<file path="src/smie_pkg.sv">
// Shared constants and types for the shift/move/indirect execution block.
// Assumes one core clock; data memory answers a read one clock later.
package smie_pkg;
   localparam int unsigned DATA_W     = 8;
   localparam int unsigned PTR_W      = 16;
   localparam int unsigned FILE_DEPTH = 128;
   localparam int unsigned BUS_AW     = 10;
   localparam int unsigned BANK_W     = 5;

   // Register bus offsets (byte addresses)
   localparam logic [9:0] OFF_W      = 10'h000;
   localparam logic [9:0] OFF_STATUS = 10'h004;
   localparam logic [9:0] OFF_BANK   = 10'h008;
   localparam logic [9:0] OFF_PTR0   = 10'h00C;
   localparam logic [9:0] OFF_PTR1   = 10'h010;
   localparam logic [9:0] OFF_STATE  = 10'h014;
   localparam logic [9:0] OFF_FILE   = 10'h200;

   localparam int unsigned STAT_C_BIT = 0;
   localparam int unsigned STAT_Z_BIT = 1;
   localparam int unsigned STATE_BUSY_BIT = 0;

   localparam logic [7:0]  RST_W     = 8'h00;
   localparam logic        RST_FLAG  = 1'b0;
   localparam logic [4:0]  RST_BANK  = 5'h00;
   localparam logic [15:0] RST_PTR   = 16'h0000;

   localparam logic [6:0] ALIAS0_ADDR = 7'h00;
   localparam logic [6:0] ALIAS1_ADDR = 7'h01;

   localparam logic [1:0] MODE_PREINC  = 2'b00;
   localparam logic [1:0] MODE_PREDEC  = 2'b01;
   localparam logic [1:0] MODE_POSTINC = 2'b10;
   localparam logic [1:0] MODE_POSTDEC = 2'b11;

   typedef enum logic [1:0] {
      OP_LSR  = 2'h0,
      OP_COPY = 2'h1,
      OP_LOAD = 2'h2,
      OP_BANK = 2'h3
   } smie_op_e;

   typedef struct packed {
      smie_op_e    op;
      logic        dest;
      logic [6:0]  faddr;
      logic        psel;
      logic [1:0]  pmode;
      logic        rel;
      logic [5:0]  offset;
      logic [3:0]  lit;
   } smie_instr_s;

   typedef enum logic [2:0] {
      ST_IDLE = 3'b001,
      ST_READ = 3'b010,
      ST_DATA = 3'b100
   } smie_state_e;
endpackage

</file>
<file path="src/smie_exec.sv">
// Execution unit for right shift, file copy, indirect load and bank literal.
// Assumes data memory answers o_mem_rd one clock later on i_mem_rdata,
// and that the decoder only presents instructions while o_busy is low.
//
// Notes on behaviour
// - Right shift moves operand bits 7:1 down one and clears bit 7.
// - Right shift puts operand bit 0 in carry and updates zero.
// - Destination 0 writes the accumulator, 1 writes the file register.
// - Copy of a non-alias register moves it to destination in one cycle, zero only.
// - Copy onto itself leaves the value but still updates zero.
// - Indirect load reads via selected pointer into accumulator, updates zero.
// - Mode 00/01/10/11: pre-inc, pre-dec, post-inc, post-dec of pointer.
// - Relative access uses pointer plus signed -32..31; pointer unchanged.
// - Alias file slots are reached only from the register bus; instruction access goes through the pointer.
// - Pointers are 16 bits and wrap at both ends.
// - Bank literal 0..15 loads the bank latch; flags untouched.
module smie_exec
   import smie_pkg::*;
(
   input  wire logic              i_clk,
   input  wire logic              i_srst,
   input  wire logic              i_instr_valid,
   input  wire smie_instr_s       i_instr,
   input  wire logic [7:0]        i_mem_rdata,
   input  wire logic [9:0]        i_addr,
   input  wire logic [31:0]       i_wdata,
   input  wire logic              i_wr,
   input  wire logic              i_rd,
   output logic      [31:0]       o_rdata,
   output logic      [15:0]       o_mem_addr,
   output logic                   o_mem_rd,
   output logic                   o_mem_wr,
   output logic      [7:0]        o_mem_wdata,
   output logic      [7:0]        o_w,
   output logic                   o_carry,
   output logic                   o_zero,
   output logic      [4:0]        o_bank,
   output logic                   o_busy,
   output logic                   o_done
);
   function automatic logic is_alias(input logic [6:0] fa);
      return (fa == ALIAS0_ADDR) || (fa == ALIAS1_ADDR);
   endfunction

   function automatic logic bus_hit(input logic [9:0] a, input logic [9:0] off);
      return a == off;
   endfunction

   smie_state_e state;
   smie_state_e next_state;
   smie_instr_s held;
   smie_instr_s cur;
   logic [7:0]  file_mem [FILE_DEPTH];
   logic [15:0] ptr [2];
   logic [15:0] step_eff;
   logic [15:0] step_next;
   logic [15:0] mem_addr_sel;
   logic [7:0]  opnd;
   logic [7:0]  result;
   logic [31:0] rd_mux;
   logic        st_idle;
   logic        st_data;
   logic        cur_alias;
   logic        issue;
   logic        needs_mem;
   logic        issue_mem;
   logic        exec_fire;
   logic        is_lsr;
   logic        is_copy;
   logic        wr_w;
   logic        wr_file;
   logic        wr_mem;
   logic        upd_zero;
   logic        upd_carry;
   logic        wr_bank;
   logic        ptr_upd;
   logic        file_hit;
   logic        bw_w;
   logic        bw_status;
   logic        bw_bank;
   logic        bw_file;

   // ---------------- Decode ----------------
   assign st_idle   = (state == ST_IDLE);
   assign st_data   = (state == ST_DATA);
   assign cur       = st_idle ? i_instr : held;
   assign is_lsr    = (cur.op == OP_LSR);
   assign is_copy   = (cur.op == OP_COPY);
   assign cur_alias = (is_lsr || is_copy) && is_alias(cur.faddr);
   assign issue     = st_idle && i_instr_valid;
   assign needs_mem = (cur.op == OP_LOAD) || cur_alias;
   assign issue_mem = issue && needs_mem;
   // Direct ops finish in the issue cycle; memory ops finish when data returns
   assign exec_fire = (issue && !needs_mem) || st_data;

   // ---------------- Datapath ----------------
   assign opnd   = st_data ? i_mem_rdata : file_mem[cur.faddr];
   assign result = is_lsr ? {1'b0, opnd[7:1]} : opnd;

   assign wr_w      = exec_fire && ((cur.op == OP_LOAD) || ((is_lsr || is_copy) && !cur.dest));
   // Copy back onto itself is skipped: same value, and it saves a write
   assign wr_file   = exec_fire && is_lsr && cur.dest && !cur_alias;
   assign wr_mem    = exec_fire && is_lsr && cur.dest && cur_alias;
   assign upd_zero  = exec_fire && (cur.op != OP_BANK);
   assign upd_carry = exec_fire && is_lsr;
   assign wr_bank   = exec_fire && (cur.op == OP_BANK);
   assign ptr_upd   = issue && (cur.op == OP_LOAD) && !cur.rel;

   smie_ptr_step u_step (
      .i_ptr    (ptr[cur.psel]),
      .i_mode   (cur.pmode),
      .i_rel    (cur.rel),
      .i_offset (cur.offset),
      .o_eff    (step_eff),
      .o_next   (step_next)
   );

   assign mem_addr_sel = (cur.op == OP_LOAD) ? step_eff : ptr[cur.faddr[0]];

   // ---------------- Register bus decode ----------------
   assign file_hit  = (i_addr[9] == OFF_FILE[9]);
   assign bw_w      = i_wr && bus_hit(i_addr, OFF_W);
   assign bw_status = i_wr && bus_hit(i_addr, OFF_STATUS);
   assign bw_bank   = i_wr && bus_hit(i_addr, OFF_BANK);
   assign bw_file   = i_wr && file_hit;

   assign rd_mux = file_hit                      ? {24'h000000, file_mem[i_addr[8:2]]} :
                   bus_hit(i_addr, OFF_W)        ? {24'h000000, o_w} :
                   bus_hit(i_addr, OFF_STATUS)   ? {30'h00000000, o_zero, o_carry} :
                   bus_hit(i_addr, OFF_BANK)     ? {27'h0000000, o_bank} :
                   bus_hit(i_addr, OFF_PTR0)     ? {16'h0000, ptr[0]} :
                   bus_hit(i_addr, OFF_PTR1)     ? {16'h0000, ptr[1]} :
                   bus_hit(i_addr, OFF_STATE)    ? {31'h00000000, o_busy} :
                   32'h00000000;

   always_ff @(posedge i_clk) begin
      if (i_srst) begin
         o_rdata <= 32'h00000000;
      end else begin
         o_rdata <= i_rd ? rd_mux : 32'h00000000;
      end
   end

   // ---------------- Sequencer ----------------
   always_comb begin
      case (state)
         ST_IDLE: next_state = issue_mem ? ST_READ : ST_IDLE;
         ST_READ: next_state = ST_DATA;
         ST_DATA: next_state = ST_IDLE;
         default: next_state = ST_IDLE;
      endcase
   end

   always_ff @(posedge i_clk) begin
      if (i_srst) begin
         state  <= ST_IDLE;
         o_busy <= 1'b0;
         o_done <= 1'b0;
      end else begin
         state  <= next_state;
         o_busy <= (next_state != ST_IDLE);
         o_done <= exec_fire;
      end
   end

   always_ff @(posedge i_clk) begin
      if (i_srst) begin
         held <= '0;
      end else if (issue_mem) begin
         held <= i_instr;
      end
   end

   // ---------------- Memory port ----------------
   always_ff @(posedge i_clk) begin
      if (i_srst) begin
         o_mem_addr  <= RST_PTR;
         o_mem_rd    <= 1'b0;
         o_mem_wr    <= 1'b0;
         o_mem_wdata <= 8'h00;
      end else begin
         o_mem_rd <= issue_mem;
         o_mem_wr <= wr_mem;
         if (issue_mem) begin
            o_mem_addr <= mem_addr_sel;
         end
         if (wr_mem) begin
            o_mem_wdata <= result;
         end
      end
   end

   // ---------------- Pointers ----------------
   // Execution wins over a bus write to the same pointer in the same cycle
   for (genvar gi = 0; gi < 2; gi++) begin : g_ptr
      localparam logic [9:0] PTR_OFF = (gi == 0) ? OFF_PTR0 : OFF_PTR1;
      always_ff @(posedge i_clk) begin
         if (i_srst) begin
            ptr[gi] <= RST_PTR;
         end else if (ptr_upd && (cur.psel == 1'(gi))) begin
            ptr[gi] <= step_next;
         end else if (i_wr && bus_hit(i_addr, PTR_OFF)) begin
            ptr[gi] <= i_wdata[15:0];
         end
      end
   end

   // ---------------- Accumulator, flags, bank ----------------
   always_ff @(posedge i_clk) begin
      if (i_srst) begin
         o_w <= RST_W;
      end else if (wr_w) begin
         o_w <= result;
      end else if (bw_w) begin
         o_w <= i_wdata[7:0];
      end
   end

   always_ff @(posedge i_clk) begin
      if (i_srst) begin
         o_carry <= RST_FLAG;
         o_zero  <= RST_FLAG;
      end else begin
         if (upd_carry) begin
            o_carry <= opnd[0];
         end else if (bw_status) begin
            o_carry <= i_wdata[STAT_C_BIT];
         end
         if (upd_zero) begin
            o_zero <= (result == 8'h00);
         end else if (bw_status) begin
            o_zero <= i_wdata[STAT_Z_BIT];
         end
      end
   end

   always_ff @(posedge i_clk) begin
      if (i_srst) begin
         o_bank <= RST_BANK;
      end else if (wr_bank) begin
         o_bank <= {1'b0, cur.lit};
      end else if (bw_bank) begin
         o_bank <= i_wdata[4:0];
      end
   end

   // File array holds data, not control state, so it has no reset
   always_ff @(posedge i_clk) begin
      if (wr_file) begin
         file_mem[cur.faddr] <= result;
      end else if (bw_file) begin
         file_mem[i_addr[8:2]] <= i_wdata[7:0];
      end
   end
endmodule

</file>
<file path="src/smie_ptr_step.sv">
// Pointer step: effective address and next pointer value for one access.
// Purely combinational; the caller decides when to store the result.
module smie_ptr_step
   import smie_pkg::*;
(
   input  wire logic [15:0] i_ptr,
   input  wire logic [1:0]  i_mode,
   input  wire logic        i_rel,
   input  wire logic [5:0]  i_offset,
   output logic      [15:0] o_eff,
   output logic      [15:0] o_next
);
   logic [15:0] ptr_inc;
   logic [15:0] ptr_dec;
   logic [15:0] ptr_rel;
   logic        mode_pre;
   logic        mode_inc;

   // 16-bit arithmetic wraps at both ends by itself
   assign ptr_inc  = 16'(i_ptr + 16'h0001);
   assign ptr_dec  = 16'(i_ptr - 16'h0001);
   assign ptr_rel  = 16'(i_ptr + {{10{i_offset[5]}}, i_offset});
   assign mode_pre = (i_mode == MODE_PREINC) || (i_mode == MODE_PREDEC);
   assign mode_inc = (i_mode == MODE_PREINC) || (i_mode == MODE_POSTINC);
   assign o_next   = i_rel ? i_ptr : (mode_inc ? ptr_inc : ptr_dec);
   assign o_eff    = i_rel ? ptr_rel : (mode_pre ? o_next : i_ptr);
endmodule

</file>
<file path="config.mk">
export PLATFORM = sky130hd
export DESIGN_NAME = smie_exec
export DESIGN_NICKNAME = d
export VERILOG_FILES = /design/src/smie_pkg.sv /design/src/smie_exec.sv /design/src/smie_ptr_step.sv
export SDC_FILE = /design/constraint.sdc
export NUM_CORES = 2
export LEC_CHECK = 0
export BUFFER_PORTS_ARGS = -buffer_cell sky130_fd_sc_hd__buf_2
export CAP_MARGIN = 5
export CORE_ASPECT_RATIO = 1.2
export CORE_MARGIN = 8
export CORE_UTILIZATION = 53
export CTS_BUF_LIST = sky130_fd_sc_hd__clkbuf_4
export CTS_CLUSTER_DIAMETER = 50
export DETAILED_ROUTE_END_ITERATION = 8
export PLACE_DENSITY = 0.8
export RECOVER_POWER = 25
export REMOVE_ABC_BUFFERS = 1
export SYNTH_ARGS = -nofsm -noshare
export SYNTH_HDL_FRONTEND = slang
export SYNTH_SLANG_ARGS = --single-unit
</file>
<file path="constraint.sdc">
create_clock -name i_clk -period 31.3 [get_ports i_clk]
set_input_delay 4.695 -clock i_clk [delete_from_list [all_inputs] [get_ports i_clk]]
set_output_delay 4.695 -clock i_clk [all_outputs]
set_load 0.01 [all_outputs]
</file>
==> impl_results.md <==
* Post-Synth Simple-Gate Area at about 9.7%
* R2R cell count at 11
* CTS Root Cell: clkbuf_4
* DRC violations left at 2
* Layout cell share with drive strength beyond 1 at 22.9%
* CP endpoint kind: register
* Worst slew margin at -275%
* Yosys warns at 0
* Synth Area in XOR/XNOR at less than 1%
* Grt ovf at 0
* Pwr per Cell Area at roughly 57 nW/um^2
* Worst r2r src: state[1]$_SDFF_PP0_
* Commonest cells post-synth: edfxtp_1 (1,056), nand2_1 (669), mux4_2 (399)
* Die Wd at ~320 um
* Clock tree buffer depth at 4
* Pin count of the biggest net entering global routing at roughly 130
* Violated checks: DRC, capacitance limit, slew limit
* Mux contribution to synthesized area at ~20%
* Wirelength per Cell at around 32 um
* Die area at approximately 120,000 sq um
* Synth area leader: edfxtp_1
* Mapped cell area at about 57,000 sq um
* Total Nets Final at about 4,400
* Area Growth Syn to Fin at 8.48%
* Routability Congestion at around 1.0
* RSZ-0062 raised after global routing: no
* Status: finished with violations
* IO Pins at between 150 and 200
* Final HPWL DP at 123 mm
* GRT Util Overall at 31.2%
* Setup CP Type: input pin to register
* Placement Cell Area at 58,900 sq um
* 1st-pass router iterations at 9
* Synth Area in Compound Gates at 7.54%
* Cell variety after synth at 93
* Prevailing post-synth register cell: edfxtp_1
* Final ANT Viol Nets at 0
* Total CTS buffers at around 290
* Clk_lat worst skew at ~1.2 ns
* Flops & latches, synth at 1,142
* Vias after detailed routing at between 40,000 and 50,000
* Finished Cell Area at 62,000 sq um
* DRT iter0 DRCs at approximately 7,400
* Crit start category: input pin
* Input/output buffers at roughly 120
* Std cell rows at approximately 130
* Final worst path period share at a little over half
* PostCTS Resize Cnt at 0
* Most frequent cell after synthesis: edfxtp_1
* Setup Fix Bufs, Post-CTS at 0
* Tightest Hold Check Type: register to register
* CORE AREA at between 100,000 and 150,000 sq um
* Ys async rst share at 0%
* Post-Synth Adder-Cell Area at less than 1%
* Initial core utilization at between 50% and 60%
* Maximum VDD drop at around 44 uV
* Drt total wl at approximately 190 mm
* Hold path cells at 2
* Arr. time, crit path at ~17 ns
* Combinational family with the most area after synthesis: multiplexers
* Die H at ~380 um
* Post-route clock skew at approximately 0.1 ns
* Crit path max fanout at 65
* Hold Path End: o_mem_addr[7]$_SDFFE_PP0P_
* FF-to-FF End: file_mem[82][2]$_DFFE_PP_
* Syn avg cell area at about 14 sq um
* Worst Tran Pin Value at 5.62 ns
* Slew Viols, Final at 369
* Max-cap viol count at 12
* Clock Sinks at 1,142
* Worst Min Path Start: o_mem_addr[7]$_SDFFE_PP0P_
* CTS tree: built
* First-pass GRT wire length at ~270 mm
* Ranking of synthesized cells by area: edfxtp_1 (55%), mux4_2 (16%), nand2_1 (4.4%)
* Post-cts hold buffer count at 0
* Initial antenna violation count at 17
* Final min period at around 17 ns
* Synth top area share at approximately 55%
* Leakage at between 20 and 25 nW
* WP data required at around 32 ns
* Sequential share of the synthesized area at 58.5%
* Setup TNS at 0 ns
* Vias in the first global route at 41,200
* Cells after Synth at between 4,000 and 5,000
* Achievable frequency at between 50 and 60 MHz
* Post-synth EDFFs at between 1,000 and 1,500
* CTS clk-pin slew, worst paths at around 0.060 ns
* Final Hold Viols at 0
* Final setup viols at 0
* H-tree levels at 5
* Average via count per standard cell at just over 7
* Reg2reg setup slack at 22.32 ns
## worst max-delay path by stage
stage,start,to,cells after the start
after CTS,i_instr[14],file_mem[73][0]$_DFFE_PP_,16
after global routing,i_addr[3],file_mem[59][7]$_DFFE_PP_,9
after global placement,i_instr[14],file_mem[113][0]$_DFFE_PP_,16
after floorplan,i_instr[14],file_mem[0][1]$_DFFE_PP_,10
final,i_addr[3],file_mem[59][0]$_DFFE_PP_,9
after detailed placement,i_instr[14],file_mem[112][0]$_DFFE_PP_,16
## layout make-up
cell class              instances  area, sq um
inverters                      55          206
multi-input cells            2579        22000
repair buffers                210         1230
diodes                         15         37.5
flip-flops and latches       1142        33400
fillers                      8135        45500
clock inverters                54          215
clock buffers                 409         3070
well taps                    1407         1760
## metal layers
layer | GRT usage, % | part of all wire (%) | vias to the layer above | wire length [um]
met2 | 46.7 | 44 | 4099 | 83700
met5 | 0.496 | 0.073 | - | 139
met3 | 11.6 | 16 | 1082 | 29400
li1 | - | - | 16700 | -
met4 | 26.2 | 10 | 10 | 19400
met1 | 35.5 | 30 | 20100 | 56700
## worst max-delay path: stages
cell and delay, ns:
clkbuf_1 3.82, clkbuf_1 2.61, clkbuf_1 2.72, nand2_1 0.43
nor3_1 0.59, a31oi_1 0.22, or2_0 0.52, clkbuf_1 0.60
nor2_1 1.07
## stage by stage
step / hold WS (ns) / worst slack [ns] / utilization, % / power [W] / instances
finish: 0.451 / 14.62 / 57.7 / 0.00353 / 5871
global route: 0.483 / 13.50 / 57.6 / 0.00361 / 5859
CTS: 0.453 / 21.02 / 57.8 / 0.00350 / 5856
detailed placement: 0.444 / 19.79 / 54.7 / 0.00234 / 5393
global placement: 0.440 / 19.94 / 54.7 / 0.00233 / 5393
floorplan: 0.430 / 10.47 / - / 0.00215 / 3776
## cells in the final DEF (no fill, tap or decap), types with 17 or more instances in the layout
cell type  synthesis  final
edfxtp_1        1056   1056
nand2_1          669    669
clkbuf_4           0    409
mux4_2           399    399
nor2_1           242    240
nand3_1          226    226
mux2i_1          193    190
a21oi_1          132    127
a211oi_1         103    103
dfxtp_1           86     85
clkbuf_1         154     74
buf_4             33     74
buf_2             57     56
inv_1             55     55
a31oi_1           50     50
clkinv_1           0     37
a22o_1            34     34
nor3_1            32     32
a22oi_1           30     30
ha_1              29     29
a311oi_1          28     28
o21ai_0           28     26
o211ai_1          24     24
o221ai_1          21     21
and3_1            18     18
nand2b_1          18     18
a32oi_1           17     17
## logic make-up (layout without fill, tap and decap cells)
logic type,Yosys count,in the layout
and+or+nand+nor,1289,1289
muxes,618,618
AOI/OAI and AO/OA,597,597
DFF,1142,1142
xor gates and xnor gates,28,28
buffers and inverters,378,728
other,1,31
adders and majority gates,31,31
## sequential cells by signal, indices dropped and copies added (netlist names)
signal,count
file_mem,1024
held,24
o_bank,5
o_busy,1
o_carry,1
o_done,1
o_mem_addr,16
o_mem_rd,1
o_mem_wdata,8
o_mem_wr,1
o_rdata,16
o_w,8
o_zero,1
ptr,32
state,3
## power by group
part / internal [W] / leakage, nW / switching [W]
clock: 0.000596 / 2.01 / 0.000595
sequential: 0.00176 / 10.2 / 0.00000775
combinational: 0.000161 / 8.63 / 0.000403
total: 0.00252 / 20.9 / 0.00101
No activity file was read; power rests on OpenSTA's default activity.
